`config.mk`:
```
export PLATFORM = sky130hd
export DESIGN_NAME = oscfs_clock_ctrl
export DESIGN_NICKNAME = d
export VERILOG_FILES = /design/src/hdl/oscfs_pkg.sv /design/src/hdl/oscfs_tmr_if.sv /design/src/hdl/oscfs_timeout.sv /design/src/hdl/oscfs_clock_ctrl.sv
export VERILOG_INCLUDE_DIRS = /design/src /design/src/hdl
export SDC_FILE = /design/constraint.sdc
export NUM_CORES = 1
export LEC_CHECK = 0
export BUFFER_PORTS_ARGS = -buffer_cell sky130_fd_sc_hd__buf_2
export CAP_MARGIN = 5
export CORE_MARGIN = 5
export CORE_UTILIZATION = 49
export DETAILED_ROUTE_END_ITERATION = 8
export GPL_ROUTABILITY_DRIVEN = 1
export PLACE_DENSITY = 0.72
export SETUP_SLACK_MARGIN = 0.4
export SYNTH_ARGS = -nofsm -noshare
export SYNTH_HDL_FRONTEND = slang
export SYNTH_SLANG_ARGS = --single-unit
```
`constraint.sdc`:
```
create_clock -name ref_clk -period 1.9 [get_ports ref_clk]
set_clock_uncertainty 0.15 [all_clocks]
set_input_delay 0.095 -clock ref_clk [delete_from_list [all_inputs] [get_ports ref_clk]]
set_output_delay 0.095 -clock ref_clk [all_outputs]
set_load 0.02 [all_outputs]
```
`src/hdl/oscfs_defines.svh`:
```
`ifndef OSCFS_DEFINES_SVH
`define OSCFS_DEFINES_SVH

`define OSCFS_ADDR_CTRL 2'h0
`define OSCFS_ADDR_DIV 2'h1
`define OSCFS_ADDR_STAT 2'h2

`define OSCFS_KEY_FIRST 8'hE7
`define OSCFS_KEY_SECOND 8'h18

`define OSCFS_BIT_INTEN 7
`define OSCFS_BIT_XTLEN 6
`define OSCFS_BIT_WDTEN 5
`define OSCFS_BIT_PRIMARY_FAIL_DETECT_EN 4
`define OSCFS_BIT_WATCHDOG_OSC_FAIL_DETECT_EN 3
`define OSCFS_BIT_FLASH_LOW_POWER_EN 2
`define OSCFS_SEL_HI 1
`define OSCFS_SEL_LO 0

`define OSCFS_SEL_INT 2'h0
`define OSCFS_SEL_XTAL 2'h1
`define OSCFS_SEL_RSVD 2'h2
`define OSCFS_SEL_WDT 2'h3

`define OSCFS_CTRL_RESET 8'hA0
`define OSCFS_DIV_RESET 8'h00
`define OSCFS_DIV_LOW_POWER 8'h08

`define OSCFS_STAT_PFAIL 0
`define OSCFS_STAT_WFAIL 1

`define OSCFS_GATE_INT 3'h1
`define OSCFS_GATE_XTAL 3'h2
`define OSCFS_GATE_WDT 3'h4
`define OSCFS_GATE_NONE 3'h0

`define OSCFS_WDT_OSC_HZ 10000
`define OSCFS_PFAIL_HZ 1000
`define OSCFS_PFAIL_TICKS (`OSCFS_WDT_OSC_HZ / `OSCFS_PFAIL_HZ)
`define OSCFS_WFAIL_CYCLES 8000
`define OSCFS_SWITCH_GAP 4

`endif

```
`src/hdl/oscfs_pkg.sv`:
```
package oscfs_pkg;

    typedef enum logic [1:0] {
        OSCFS_LOCKED,
        OSCFS_KEY_SEEN,
        OSCFS_OPEN
    } oscfs_lock_t;

    typedef enum logic [1:0] {
        OSCFS_RUN,
        OSCFS_DRAIN,
        OSCFS_APPLY
    } oscfs_switch_t;

endpackage : oscfs_pkg

```
`src/hdl/oscfs_tmr_if.sv`:
```
`timescale 1ns/1ps
interface oscfs_tmr_if;
    logic arm;
    logic restart;
    logic tick;
    logic expired;
    modport ctrl (output arm, output restart, output tick, input expired);
    modport tmr (input arm, input restart, input tick, output expired);
endinterface : oscfs_tmr_if

```
`src/hdl/oscfs_timeout.sv`:
```
`timescale 1ns/1ps
module oscfs_timeout #(
    parameter int LIMIT = 10,
    parameter int WIDTH = 16
) (
    input wire logic ref_clk,
    input wire logic reset_n,
    oscfs_tmr_if.tmr t
);
    logic [WIDTH-1:0] count_reg;
    logic expired_reg;

    if (LIMIT < 2 || LIMIT >= (1 << WIDTH)) begin : g_bad_limit
        $error("oscfs_timeout: LIMIT does not fit WIDTH");
    end

    // counts ticks while armed; restart clears; one pulse at the limit
    always_ff @(posedge ref_clk) begin
        if (!reset_n || !t.arm || t.restart || expired_reg) begin
            count_reg <= '0;
        end else if (t.tick) begin
            count_reg <= count_reg + 1'b1;
        end
    end

    always_ff @(posedge ref_clk) begin
        if (!reset_n) begin
            expired_reg <= 1'b0;
        end else begin
            expired_reg <= t.arm && !t.restart && !expired_reg && t.tick
                && (count_reg == WIDTH'(LIMIT - 1));
        end
    end

    assign t.expired = expired_reg;
endmodule : oscfs_timeout

```
`src/hdl/oscfs_clock_ctrl.sv`:
```
// Behaviour
// reset selects internal precision oscillator
// keys E7 then 18 open one write
// any other sequence leaves register unchanged
// keys ordered, other accesses may interleave
// low-power option zero enables flash low power
// low power at reset: flag set, divide 08
// primary failure with detection on raises exception
// primary failure switches clock to watchdog oscillator
// no switch-over when watchdog already selected
// primary detector fires below about 1 kHz
// software keeps primary detection off below 2 kHz
// watchdog failure with detection on raises exception
// watchdog failure never changes clock source
// after watchdog failure, no primary detection
// watchdog detector fails after 8000 sysclk cycles
// software clears watchdog detection when unusable
// external clock: enable, wait, then select
// watchdog oscillator enabled and selected at once
// primary failure clears its detection enable
// watchdog failure clears its detection enable
// select 00 internal, 01 crystal, 11 watchdog
// divide register shares the control-address unlock
// source changes pass through an all-off gap
// primary detector counts watchdog ticks between sysclk edges
//
// Chosen here: the address map and strobed register access.
`timescale 1ns/1ps
`include "oscfs_defines.svh"
module oscfs_clock_ctrl #(
    parameter int WFAIL_CYCLES = `OSCFS_WFAIL_CYCLES,
    parameter int PFAIL_TICKS = `OSCFS_PFAIL_TICKS,
    parameter int SWITCH_GAP = `OSCFS_SWITCH_GAP
) (
    input wire logic ref_clk,
    input wire logic reset_n,
    input wire logic [1:0] reg_addr,
    input wire logic [7:0] reg_wdata,
    input wire logic reg_wr,
    input wire logic reg_rd,
    output logic [7:0] reg_rdata,
    input wire logic low_power_option_bit,
    input wire logic sysclk_edge,
    input wire logic watchdog_osc_edge,
    output logic [2:0] sysclk_gate,
    output logic int_osc_en,
    output logic xtal_osc_en,
    output logic watchdog_osc_en,
    output logic flash_low_power_en,
    output logic [7:0] clock_divide,
    output logic system_exception
);
    if (WFAIL_CYCLES < 2 || WFAIL_CYCLES > 65535 || PFAIL_TICKS < 2
        || PFAIL_TICKS > 255 || SWITCH_GAP < 1 || SWITCH_GAP > 255) begin : g_bad_param
        $error("oscfs_clock_ctrl: parameter out of range");
    end

    logic [7:0] osc_control_reg;
    logic [7:0] clock_divide_reg;
    logic [1:0] status_reg;
    logic [7:0] rdata_reg;
    logic wdt_dead_reg;
    logic exc_reg;
    logic [2:0] gate_reg;
    logic [7:0] gap_reg;
    oscfs_pkg::oscfs_lock_t lock_reg;
    oscfs_pkg::oscfs_switch_t sw_reg;

    logic wr_ctrl;
    logic wr_div;
    logic wr_stat;
    logic ctrl_commit;
    logic div_commit;
    logic primary_fail_detect_en;
    logic watchdog_osc_fail_detect_en;
    logic [1:0] sysclk_source_sel;
    logic pfail;
    logic wfail;
    logic [2:0] gate_want;

    oscfs_tmr_if pf_if();
    oscfs_tmr_if wf_if();

    assign wr_ctrl = reg_wr && (reg_addr == `OSCFS_ADDR_CTRL);
    assign wr_div = reg_wr && (reg_addr == `OSCFS_ADDR_DIV);
    assign wr_stat = reg_wr && (reg_addr == `OSCFS_ADDR_STAT);
    assign ctrl_commit = wr_ctrl && (lock_reg == oscfs_pkg::OSCFS_OPEN);
    assign div_commit = wr_div && (lock_reg == oscfs_pkg::OSCFS_OPEN);
    assign primary_fail_detect_en = osc_control_reg[`OSCFS_BIT_PRIMARY_FAIL_DETECT_EN];
    assign watchdog_osc_fail_detect_en = osc_control_reg[`OSCFS_BIT_WATCHDOG_OSC_FAIL_DETECT_EN];
    assign sysclk_source_sel = osc_control_reg[`OSCFS_SEL_HI:`OSCFS_SEL_LO];

    // primary detector: watchdog ticks counted, a sysclk edge restarts
    assign pf_if.arm = primary_fail_detect_en && !wdt_dead_reg
        && (sysclk_source_sel != `OSCFS_SEL_WDT)
        && (sw_reg == oscfs_pkg::OSCFS_RUN);
    assign pf_if.restart = sysclk_edge;
    assign pf_if.tick = watchdog_osc_edge;
    assign pfail = pf_if.expired;

    // watchdog detector: sysclk cycles counted, a watchdog edge restarts
    assign wf_if.arm = watchdog_osc_fail_detect_en;
    assign wf_if.restart = watchdog_osc_edge;
    assign wf_if.tick = sysclk_edge;
    assign wfail = wf_if.expired;

    oscfs_timeout #(.LIMIT(PFAIL_TICKS), .WIDTH(8)) u_primary_det (
        .ref_clk(ref_clk),
        .reset_n(reset_n),
        .t(pf_if.tmr)
    );

    oscfs_timeout #(.LIMIT(WFAIL_CYCLES), .WIDTH(16)) u_watchdog_det (
        .ref_clk(ref_clk),
        .reset_n(reset_n),
        .t(wf_if.tmr)
    );

    // unlock sequence; keys need not be consecutive
    always_ff @(posedge ref_clk) begin
        if (!reset_n) begin
            lock_reg <= oscfs_pkg::OSCFS_LOCKED;
        end else begin
            unique case (lock_reg)
                oscfs_pkg::OSCFS_LOCKED: begin
                    if (wr_ctrl && reg_wdata == `OSCFS_KEY_FIRST) begin
                        lock_reg <= oscfs_pkg::OSCFS_KEY_SEEN;
                    end
                end
                oscfs_pkg::OSCFS_KEY_SEEN: begin
                    if (wr_ctrl && reg_wdata == `OSCFS_KEY_SECOND) begin
                        lock_reg <= oscfs_pkg::OSCFS_OPEN;
                    end
                end
                oscfs_pkg::OSCFS_OPEN: begin
                    if (wr_ctrl || wr_div) begin
                        lock_reg <= oscfs_pkg::OSCFS_LOCKED;
                    end
                end
            endcase
        end
    end

    // control register: software write, then hardware failure actions
    always_ff @(posedge ref_clk) begin
        if (!reset_n) begin
            osc_control_reg <= `OSCFS_CTRL_RESET;
            osc_control_reg[`OSCFS_BIT_FLASH_LOW_POWER_EN] <= !low_power_option_bit;
        end else begin
            if (ctrl_commit) begin
                osc_control_reg[7:2] <= reg_wdata[7:2];
                if (reg_wdata[1:0] != `OSCFS_SEL_RSVD) begin
                    osc_control_reg[1:0] <= reg_wdata[1:0];
                end
            end
            if (pfail) begin
                osc_control_reg[`OSCFS_BIT_PRIMARY_FAIL_DETECT_EN] <= 1'b0;
                osc_control_reg[`OSCFS_BIT_WDTEN] <= 1'b1;
                osc_control_reg[1:0] <= `OSCFS_SEL_WDT;
            end
            if (wfail) begin
                osc_control_reg[`OSCFS_BIT_WATCHDOG_OSC_FAIL_DETECT_EN] <= 1'b0;
            end
        end
    end

    always_ff @(posedge ref_clk) begin
        if (!reset_n) begin
            clock_divide_reg <= low_power_option_bit ? `OSCFS_DIV_RESET
                : `OSCFS_DIV_LOW_POWER;
        end else if (div_commit) begin
            clock_divide_reg <= reg_wdata;
        end
    end

    // failure flags: hardware set wins over write-one-to-clear
    always_ff @(posedge ref_clk) begin
        if (!reset_n) begin
            status_reg <= 2'h0;
        end else begin
            if (pfail) begin
                status_reg[`OSCFS_STAT_PFAIL] <= 1'b1;
            end else if (wr_stat && reg_wdata[`OSCFS_STAT_PFAIL]) begin
                status_reg[`OSCFS_STAT_PFAIL] <= 1'b0;
            end
            if (wfail) begin
                status_reg[`OSCFS_STAT_WFAIL] <= 1'b1;
            end else if (wr_stat && reg_wdata[`OSCFS_STAT_WFAIL]) begin
                status_reg[`OSCFS_STAT_WFAIL] <= 1'b0;
            end
        end
    end

    always_ff @(posedge ref_clk) begin
        if (!reset_n) begin
            wdt_dead_reg <= 1'b0;
        end else if (wfail) begin
            wdt_dead_reg <= 1'b1;
        end
    end

    always_ff @(posedge ref_clk) begin
        if (!reset_n) begin
            exc_reg <= 1'b0;
        end else begin
            exc_reg <= pfail || wfail;
        end
    end

    always_comb begin
        unique case (sysclk_source_sel)
            `OSCFS_SEL_XTAL: gate_want = `OSCFS_GATE_XTAL;
            `OSCFS_SEL_WDT: gate_want = `OSCFS_GATE_WDT;
            default: gate_want = `OSCFS_GATE_INT;
        endcase
    end

    // break-before-make source switch
    always_ff @(posedge ref_clk) begin
        if (!reset_n) begin
            sw_reg <= oscfs_pkg::OSCFS_RUN;
            gate_reg <= `OSCFS_GATE_INT;
            gap_reg <= 8'h00;
        end else begin
            unique case (sw_reg)
                oscfs_pkg::OSCFS_RUN: begin
                    if (gate_want != gate_reg) begin
                        gate_reg <= `OSCFS_GATE_NONE;
                        gap_reg <= 8'(SWITCH_GAP - 1);
                        sw_reg <= oscfs_pkg::OSCFS_DRAIN;
                    end
                end
                oscfs_pkg::OSCFS_DRAIN: begin
                    if (gap_reg == 8'h00) begin
                        sw_reg <= oscfs_pkg::OSCFS_APPLY;
                    end else begin
                        gap_reg <= gap_reg - 8'h01;
                    end
                end
                oscfs_pkg::OSCFS_APPLY: begin
                    gate_reg <= gate_want;
                    sw_reg <= oscfs_pkg::OSCFS_RUN;
                end
            endcase
        end
    end

    always_ff @(posedge ref_clk) begin
        if (!reset_n) begin
            rdata_reg <= 8'h00;
        end else if (reg_rd) begin
            unique case (reg_addr)
                `OSCFS_ADDR_CTRL: rdata_reg <= osc_control_reg;
                `OSCFS_ADDR_DIV: rdata_reg <= clock_divide_reg;
                `OSCFS_ADDR_STAT: rdata_reg <= {4'h0, sysclk_source_sel, status_reg};
                default: rdata_reg <= 8'h00;
            endcase
        end
    end

    assign reg_rdata = rdata_reg;
    assign sysclk_gate = gate_reg;
    assign int_osc_en = osc_control_reg[`OSCFS_BIT_INTEN];
    assign xtal_osc_en = osc_control_reg[`OSCFS_BIT_XTLEN];
    assign watchdog_osc_en = osc_control_reg[`OSCFS_BIT_WDTEN];
    assign flash_low_power_en = osc_control_reg[`OSCFS_BIT_FLASH_LOW_POWER_EN];
    assign clock_divide = clock_divide_reg;
    assign system_exception = exc_reg;

    a_reset_source: assert property (@(posedge ref_clk)
        $rose(reset_n) |-> sysclk_source_sel == `OSCFS_SEL_INT
            && gate_reg == `OSCFS_GATE_INT)
        else $error("source after reset is not internal");
    a_lock_after_write: assert property (@(posedge ref_clk) disable iff (!reset_n)
        ctrl_commit |=> lock_reg == oscfs_pkg::OSCFS_LOCKED)
        else $error("register did not relock after a write");
    a_locked_stable: assert property (@(posedge ref_clk) disable iff (!reset_n)
        (lock_reg != oscfs_pkg::OSCFS_OPEN && !pfail && !wfail)
            |=> $stable(osc_control_reg) && $stable(clock_divide_reg))
        else $error("locked register changed");
    a_key_order: assert property (@(posedge ref_clk) disable iff (!reset_n)
        (lock_reg == oscfs_pkg::OSCFS_LOCKED && wr_ctrl
            && reg_wdata == `OSCFS_KEY_SECOND) |=> lock_reg == oscfs_pkg::OSCFS_LOCKED)
        else $error("second key accepted out of order");
    a_low_power_reset: assert property (@(posedge ref_clk)
        (!reset_n && !low_power_option_bit) |=> flash_low_power_en
            && clock_divide_reg == `OSCFS_DIV_LOW_POWER)
        else $error("low power preset missing");
    a_pfail_exception: assert property (@(posedge ref_clk) disable iff (!reset_n)
        pfail |=> system_exception && !primary_fail_detect_en
            && sysclk_source_sel == `OSCFS_SEL_WDT)
        else $error("primary failure not handled");
    a_pfail_switch: assert property (@(posedge ref_clk) disable iff (!reset_n)
        pfail |-> ##[1:300] gate_reg == `OSCFS_GATE_WDT)
        else $error("no switch to watchdog oscillator");
    a_no_arm_wdt: assert property (@(posedge ref_clk) disable iff (!reset_n)
        (sysclk_source_sel == `OSCFS_SEL_WDT || wdt_dead_reg) |-> !pf_if.arm)
        else $error("primary detector armed when it must not be");
    a_wfail_source: assert property (@(posedge ref_clk) disable iff (!reset_n)
        (wfail && !ctrl_commit && !pfail) |=> $stable(sysclk_source_sel)
            && system_exception && !watchdog_osc_fail_detect_en)
        else $error("watchdog failure mishandled");
    a_gate_gap: assert property (@(posedge ref_clk) disable iff (!reset_n)
        (gate_reg != `OSCFS_GATE_NONE && $changed(gate_reg)) |->
            $past(gate_reg) == `OSCFS_GATE_NONE)
        else $error("clock gate switched without a gap");

    // detectors, flags and register shape
    a_divide_relock: assert property (@(posedge ref_clk) disable iff (!reset_n)
        div_commit |=> lock_reg == oscfs_pkg::OSCFS_LOCKED)
        else $error("divide register did not relock after a write");
    a_low_power_off: assert property (@(posedge ref_clk)
        (!reset_n && low_power_option_bit) |=> !flash_low_power_en
            && clock_divide_reg == `OSCFS_DIV_RESET)
        else $error("low power preset applied with option bit set");
    a_pfail_window: assert property (@(posedge ref_clk) disable iff (!reset_n)
        pfail |-> $past(watchdog_osc_edge) && !$past(sysclk_edge))
        else $error("primary failure without a closing watchdog tick");
    a_pfail_flag: assert property (@(posedge ref_clk) disable iff (!reset_n)
        pfail |=> status_reg[`OSCFS_STAT_PFAIL] && watchdog_osc_en
            && !primary_fail_detect_en)
        else $error("primary failure flag or enables wrong");
    a_wfail_window: assert property (@(posedge ref_clk) disable iff (!reset_n)
        wfail |-> $past(sysclk_edge) && !$past(watchdog_osc_edge))
        else $error("watchdog failure without a closing sysclk cycle");
    a_wfail_flag: assert property (@(posedge ref_clk) disable iff (!reset_n)
        wfail |=> status_reg[`OSCFS_STAT_WFAIL] && !watchdog_osc_fail_detect_en)
        else $error("watchdog failure flag or enable wrong");
    a_wfail_exception: assert property (@(posedge ref_clk) disable iff (!reset_n)
        wfail |=> system_exception)
        else $error("watchdog failure raised no exception");
    a_dead_no_pfail: assert property (@(posedge ref_clk) disable iff (!reset_n)
        wdt_dead_reg |=> !pfail)
        else $error("primary failure after watchdog failure");
    a_select_legal: assert property (@(posedge ref_clk) disable iff (!reset_n)
        sysclk_source_sel != `OSCFS_SEL_RSVD)
        else $error("reserved source select stored");
    a_exc_cause: assert property (@(posedge ref_clk) disable iff (!reset_n)
        system_exception |-> $past(pfail) || $past(wfail))
        else $error("exception without a detected failure");

    c_unlock_write: cover property (@(posedge ref_clk) disable iff (!reset_n) ctrl_commit);
    c_primary_fail: cover property (@(posedge ref_clk) disable iff (!reset_n) pfail);
    c_watchdog_fail: cover property (@(posedge ref_clk) disable iff (!reset_n) wfail);
    c_switch_done: cover property (@(posedge ref_clk) disable iff (!reset_n)
        sw_reg == oscfs_pkg::OSCFS_APPLY);
    c_watchdog_gate: cover property (@(posedge ref_clk) disable iff (!reset_n)
        gate_reg == `OSCFS_GATE_WDT);
endmodule : oscfs_clock_ctrl

```
==> flow_metrics.tcl <==
set metrics [dict create \
    fill_cells 496 \
    worst_slew_pin_slew_ns 0.496 \
    setup_viol 0 \
    first_pass_iters 5 \
    grt_max_degree 19 \
    ctsLongestPathBuffers 2 \
    synth_most_common_cell "dfxtp_1" \
    slew_headroom 0.668 \
    worstSetupEndpointType "flop" \
    grtUsageTotal 0.196 \
    area_delta_synth_final_pct 37.1 \
    overflow 0 \
    drc_errors 0 \
    final.setup.worst_slack_ns 0.134 \
    drt_iter0_drc 162 \
    vdd.ir_drop.worst_v 0.000480 \
    largest_reg_flops 16 \
    drive_gt1_frac 0.343 \
    slew_violations 0 \
    synthFlopType "dfxtp_1" \
    die_x_um 92.1 \
    layout_worst_path_cycle_share 0.929 \
    ant_nets 0 \
    async_flop_share 0 \
    rsz0062_at_grt "true" \
    routed_wl_mm 8.10 \
    cts_buffers 9 \
    yosysSeqAreaShare 0.445 \
    synth_area_leader_cell "dfxtp_1" \
    num_vias 2938 \
    yosys.area.top_type_share 0.364 \
    hold_slack_ns 0.0107 \
    finalCriticalPeriod_ns 1.77 \
    final_area_um2 4530 \
    cp.required_ns 2.04 \
    outcome "completed" \
    initial_core_util 0.494 \
    routabilityCongestion 0.801 \
    fin_tns_setup_ns 0 \
    hold_violations 0 \
    cts_tree "yes" \
    grt_first_pass_wirelength_mm 13.4 \
    rows 30 \
    max_freq_ghz 0.566 \
    synth_cells 361 \
    arrival_ns 1.91 \
    viasPerCell 5.49 \
    dp_slack_ns -0.0500 \
    synth_common_cells "60 x dfxtp_1, 34 x nand2_1, 32 x nor2_1, 19 x inv_1, 15 x a21oi_1" \
    netlist_area_um2 3300 \
    die_h_um 92.1 \
    layout.nets 480 \
    syn_avg_cell_area_um2 9.15 \
    clkLatencyLatePin_ns 0.34 \
    portBuffers 40 \
    cp-start-kind "flop" \
    grt_pass1_vias 2817 \
    cts_max_level 3 \
    root_buffer "clkbuf_8" \
    routedWlPerCell_um 15.1 \
    synth-edff-count 9 \
    clock_sinks 69 \
    hpwl_mm 4.89 \
    dieArea_um2 8480 \
    core_area_um2 6680 \
    boundaryPins 41 \
    p_leak_uw 0.00185 \
    cellPowerDensity_nw_per_um2 1020 \
    dpl_cell_area_um2 3710 \
    worstPathMaxFanout 4 \
    synth_seq_cells 69 \
    clkTransAtPathRegs_ns 0.07 \
    worstHoldPathType "in2reg" \
    syn-num-nets 390 \
    ys_warn_count 0 \
    yosys.cell_types.count 57 \
    p_total_uw 4600 \
    antenna_found_initial 0 \
    path_class "reg2reg" \
    max_cap_violations 0 \
    netlist_top_cells_area "dfxtp_1 36%, edfxtp_1 8.2%, ha_1 4.5%" \
    antenna_cells 0 \
]
## cell type report
class | count | area [um2] | share of cell area
Clock buffer | 12 | 156 | 0.0345
Tap cell | 80 | 100 | 0.0221
Multi-Input combinational cell | 256 | 1950 | 0.430
Clock inverter | 3 | 43.8 | 0.00967
Sequential cell | 69 | 1520 | 0.335
Inverter | 19 | 71.3 | 0.0157
Timing Repair Buffer | 96 | 693 | 0.153
## report_power, final
part | internal (uW) | total [uW] | switching, uW
clock network | 680 | 1240 | 558
registers | 1610 | 1740 | 130
logic | 808 | 1620 | 810
## path summary, 6_finish.rpt
path	start	to	slack, ns	depth (start not counted)
max reg2reg	sw_reg[0]	gap_reg[3]	0.13	8
min	reg_rd	reg_rdata[2]	0.01	2
min reg2reg	reg_rdata[3]	reg_rdata[3]	0.33	1
max	sw_reg[0]	gap_reg[3]	0.13	8
## placed cells by master, fill, tap and decap left out, types with 9 or more instances in the layout
cell type / Yosys / routed
nand2_1: 34 / 31
dfxtp_1: 60 / 39
a21oi_1: 15 / 12
mux2i_1: 10 / 10
dfxtp_2: 0 / 14
clkbuf_8: 0 / 9
dlygate4sd3_1: 0 / 18
xor2_1: 11 / 11
o21ai_0: 14 / 9
buf_2: 3 / 40
buf_4: 1 / 31
inv_1: 19 / 13
and2_1: 13 / 12
edfxtp_1: 9 / 9
nor2_1: 32 / 31
## per-layer routing
metal  up-vias  part of all wire  GRT usage
met2        80              0.48      0.311
met3        20             0.040     0.0468
met4         0             0.024     0.0829
met5         -                 0          0
met1      1377              0.46      0.255
li1       1461                 -          -
## stage by stage
step	util	std cells
after detailed placement	0.555	477
after global routing	0.678	535
after floorplan	-	361
after CTS	0.663	533
after global placement	0.555	477
final	0.678	535
## worst max-delay path: stages, from the launching register on
cell and delay, ns:
dfxtp_2 0.37, inv_2 0.06, ha_4 0.16, buf_6 0.12
nand2b_1 0.07, a32oi_2 0.06, and2_4 0.17, or4_1 0.47
nand2_1 0.08
## logic make-up (layout without fill, tap and decap cells)
| family | after synthesis | count (layout) | synth area share |
|---|---|---|---|
| adder cells (fa/ha/maj) | 12 | 12 | 0.0455 |
| AND/OR/NAND/NOR | 149 | 149 | 0.248 |
| multiplexers | 10 | 10 | 0.0303 |
| buffers and inverters | 36 | 130 | 0.0455 |
| AO/OA/AOI/OAI | 66 | 66 | 0.134 |
| flip-flops | 69 | 69 | 0.445 |
| XOR/XNOR | 19 | 19 | 0.0504 |
## timing repair
action,in CTS,in global routing
endpoints found under the hold margin,25,0
hold buffers,19,0
setup buffers,22,2
resized for setup,43,25
setup endpoints to repair,35,46
pin swaps,27,16
No activity file was read; power rests on OpenSTA's default activity.
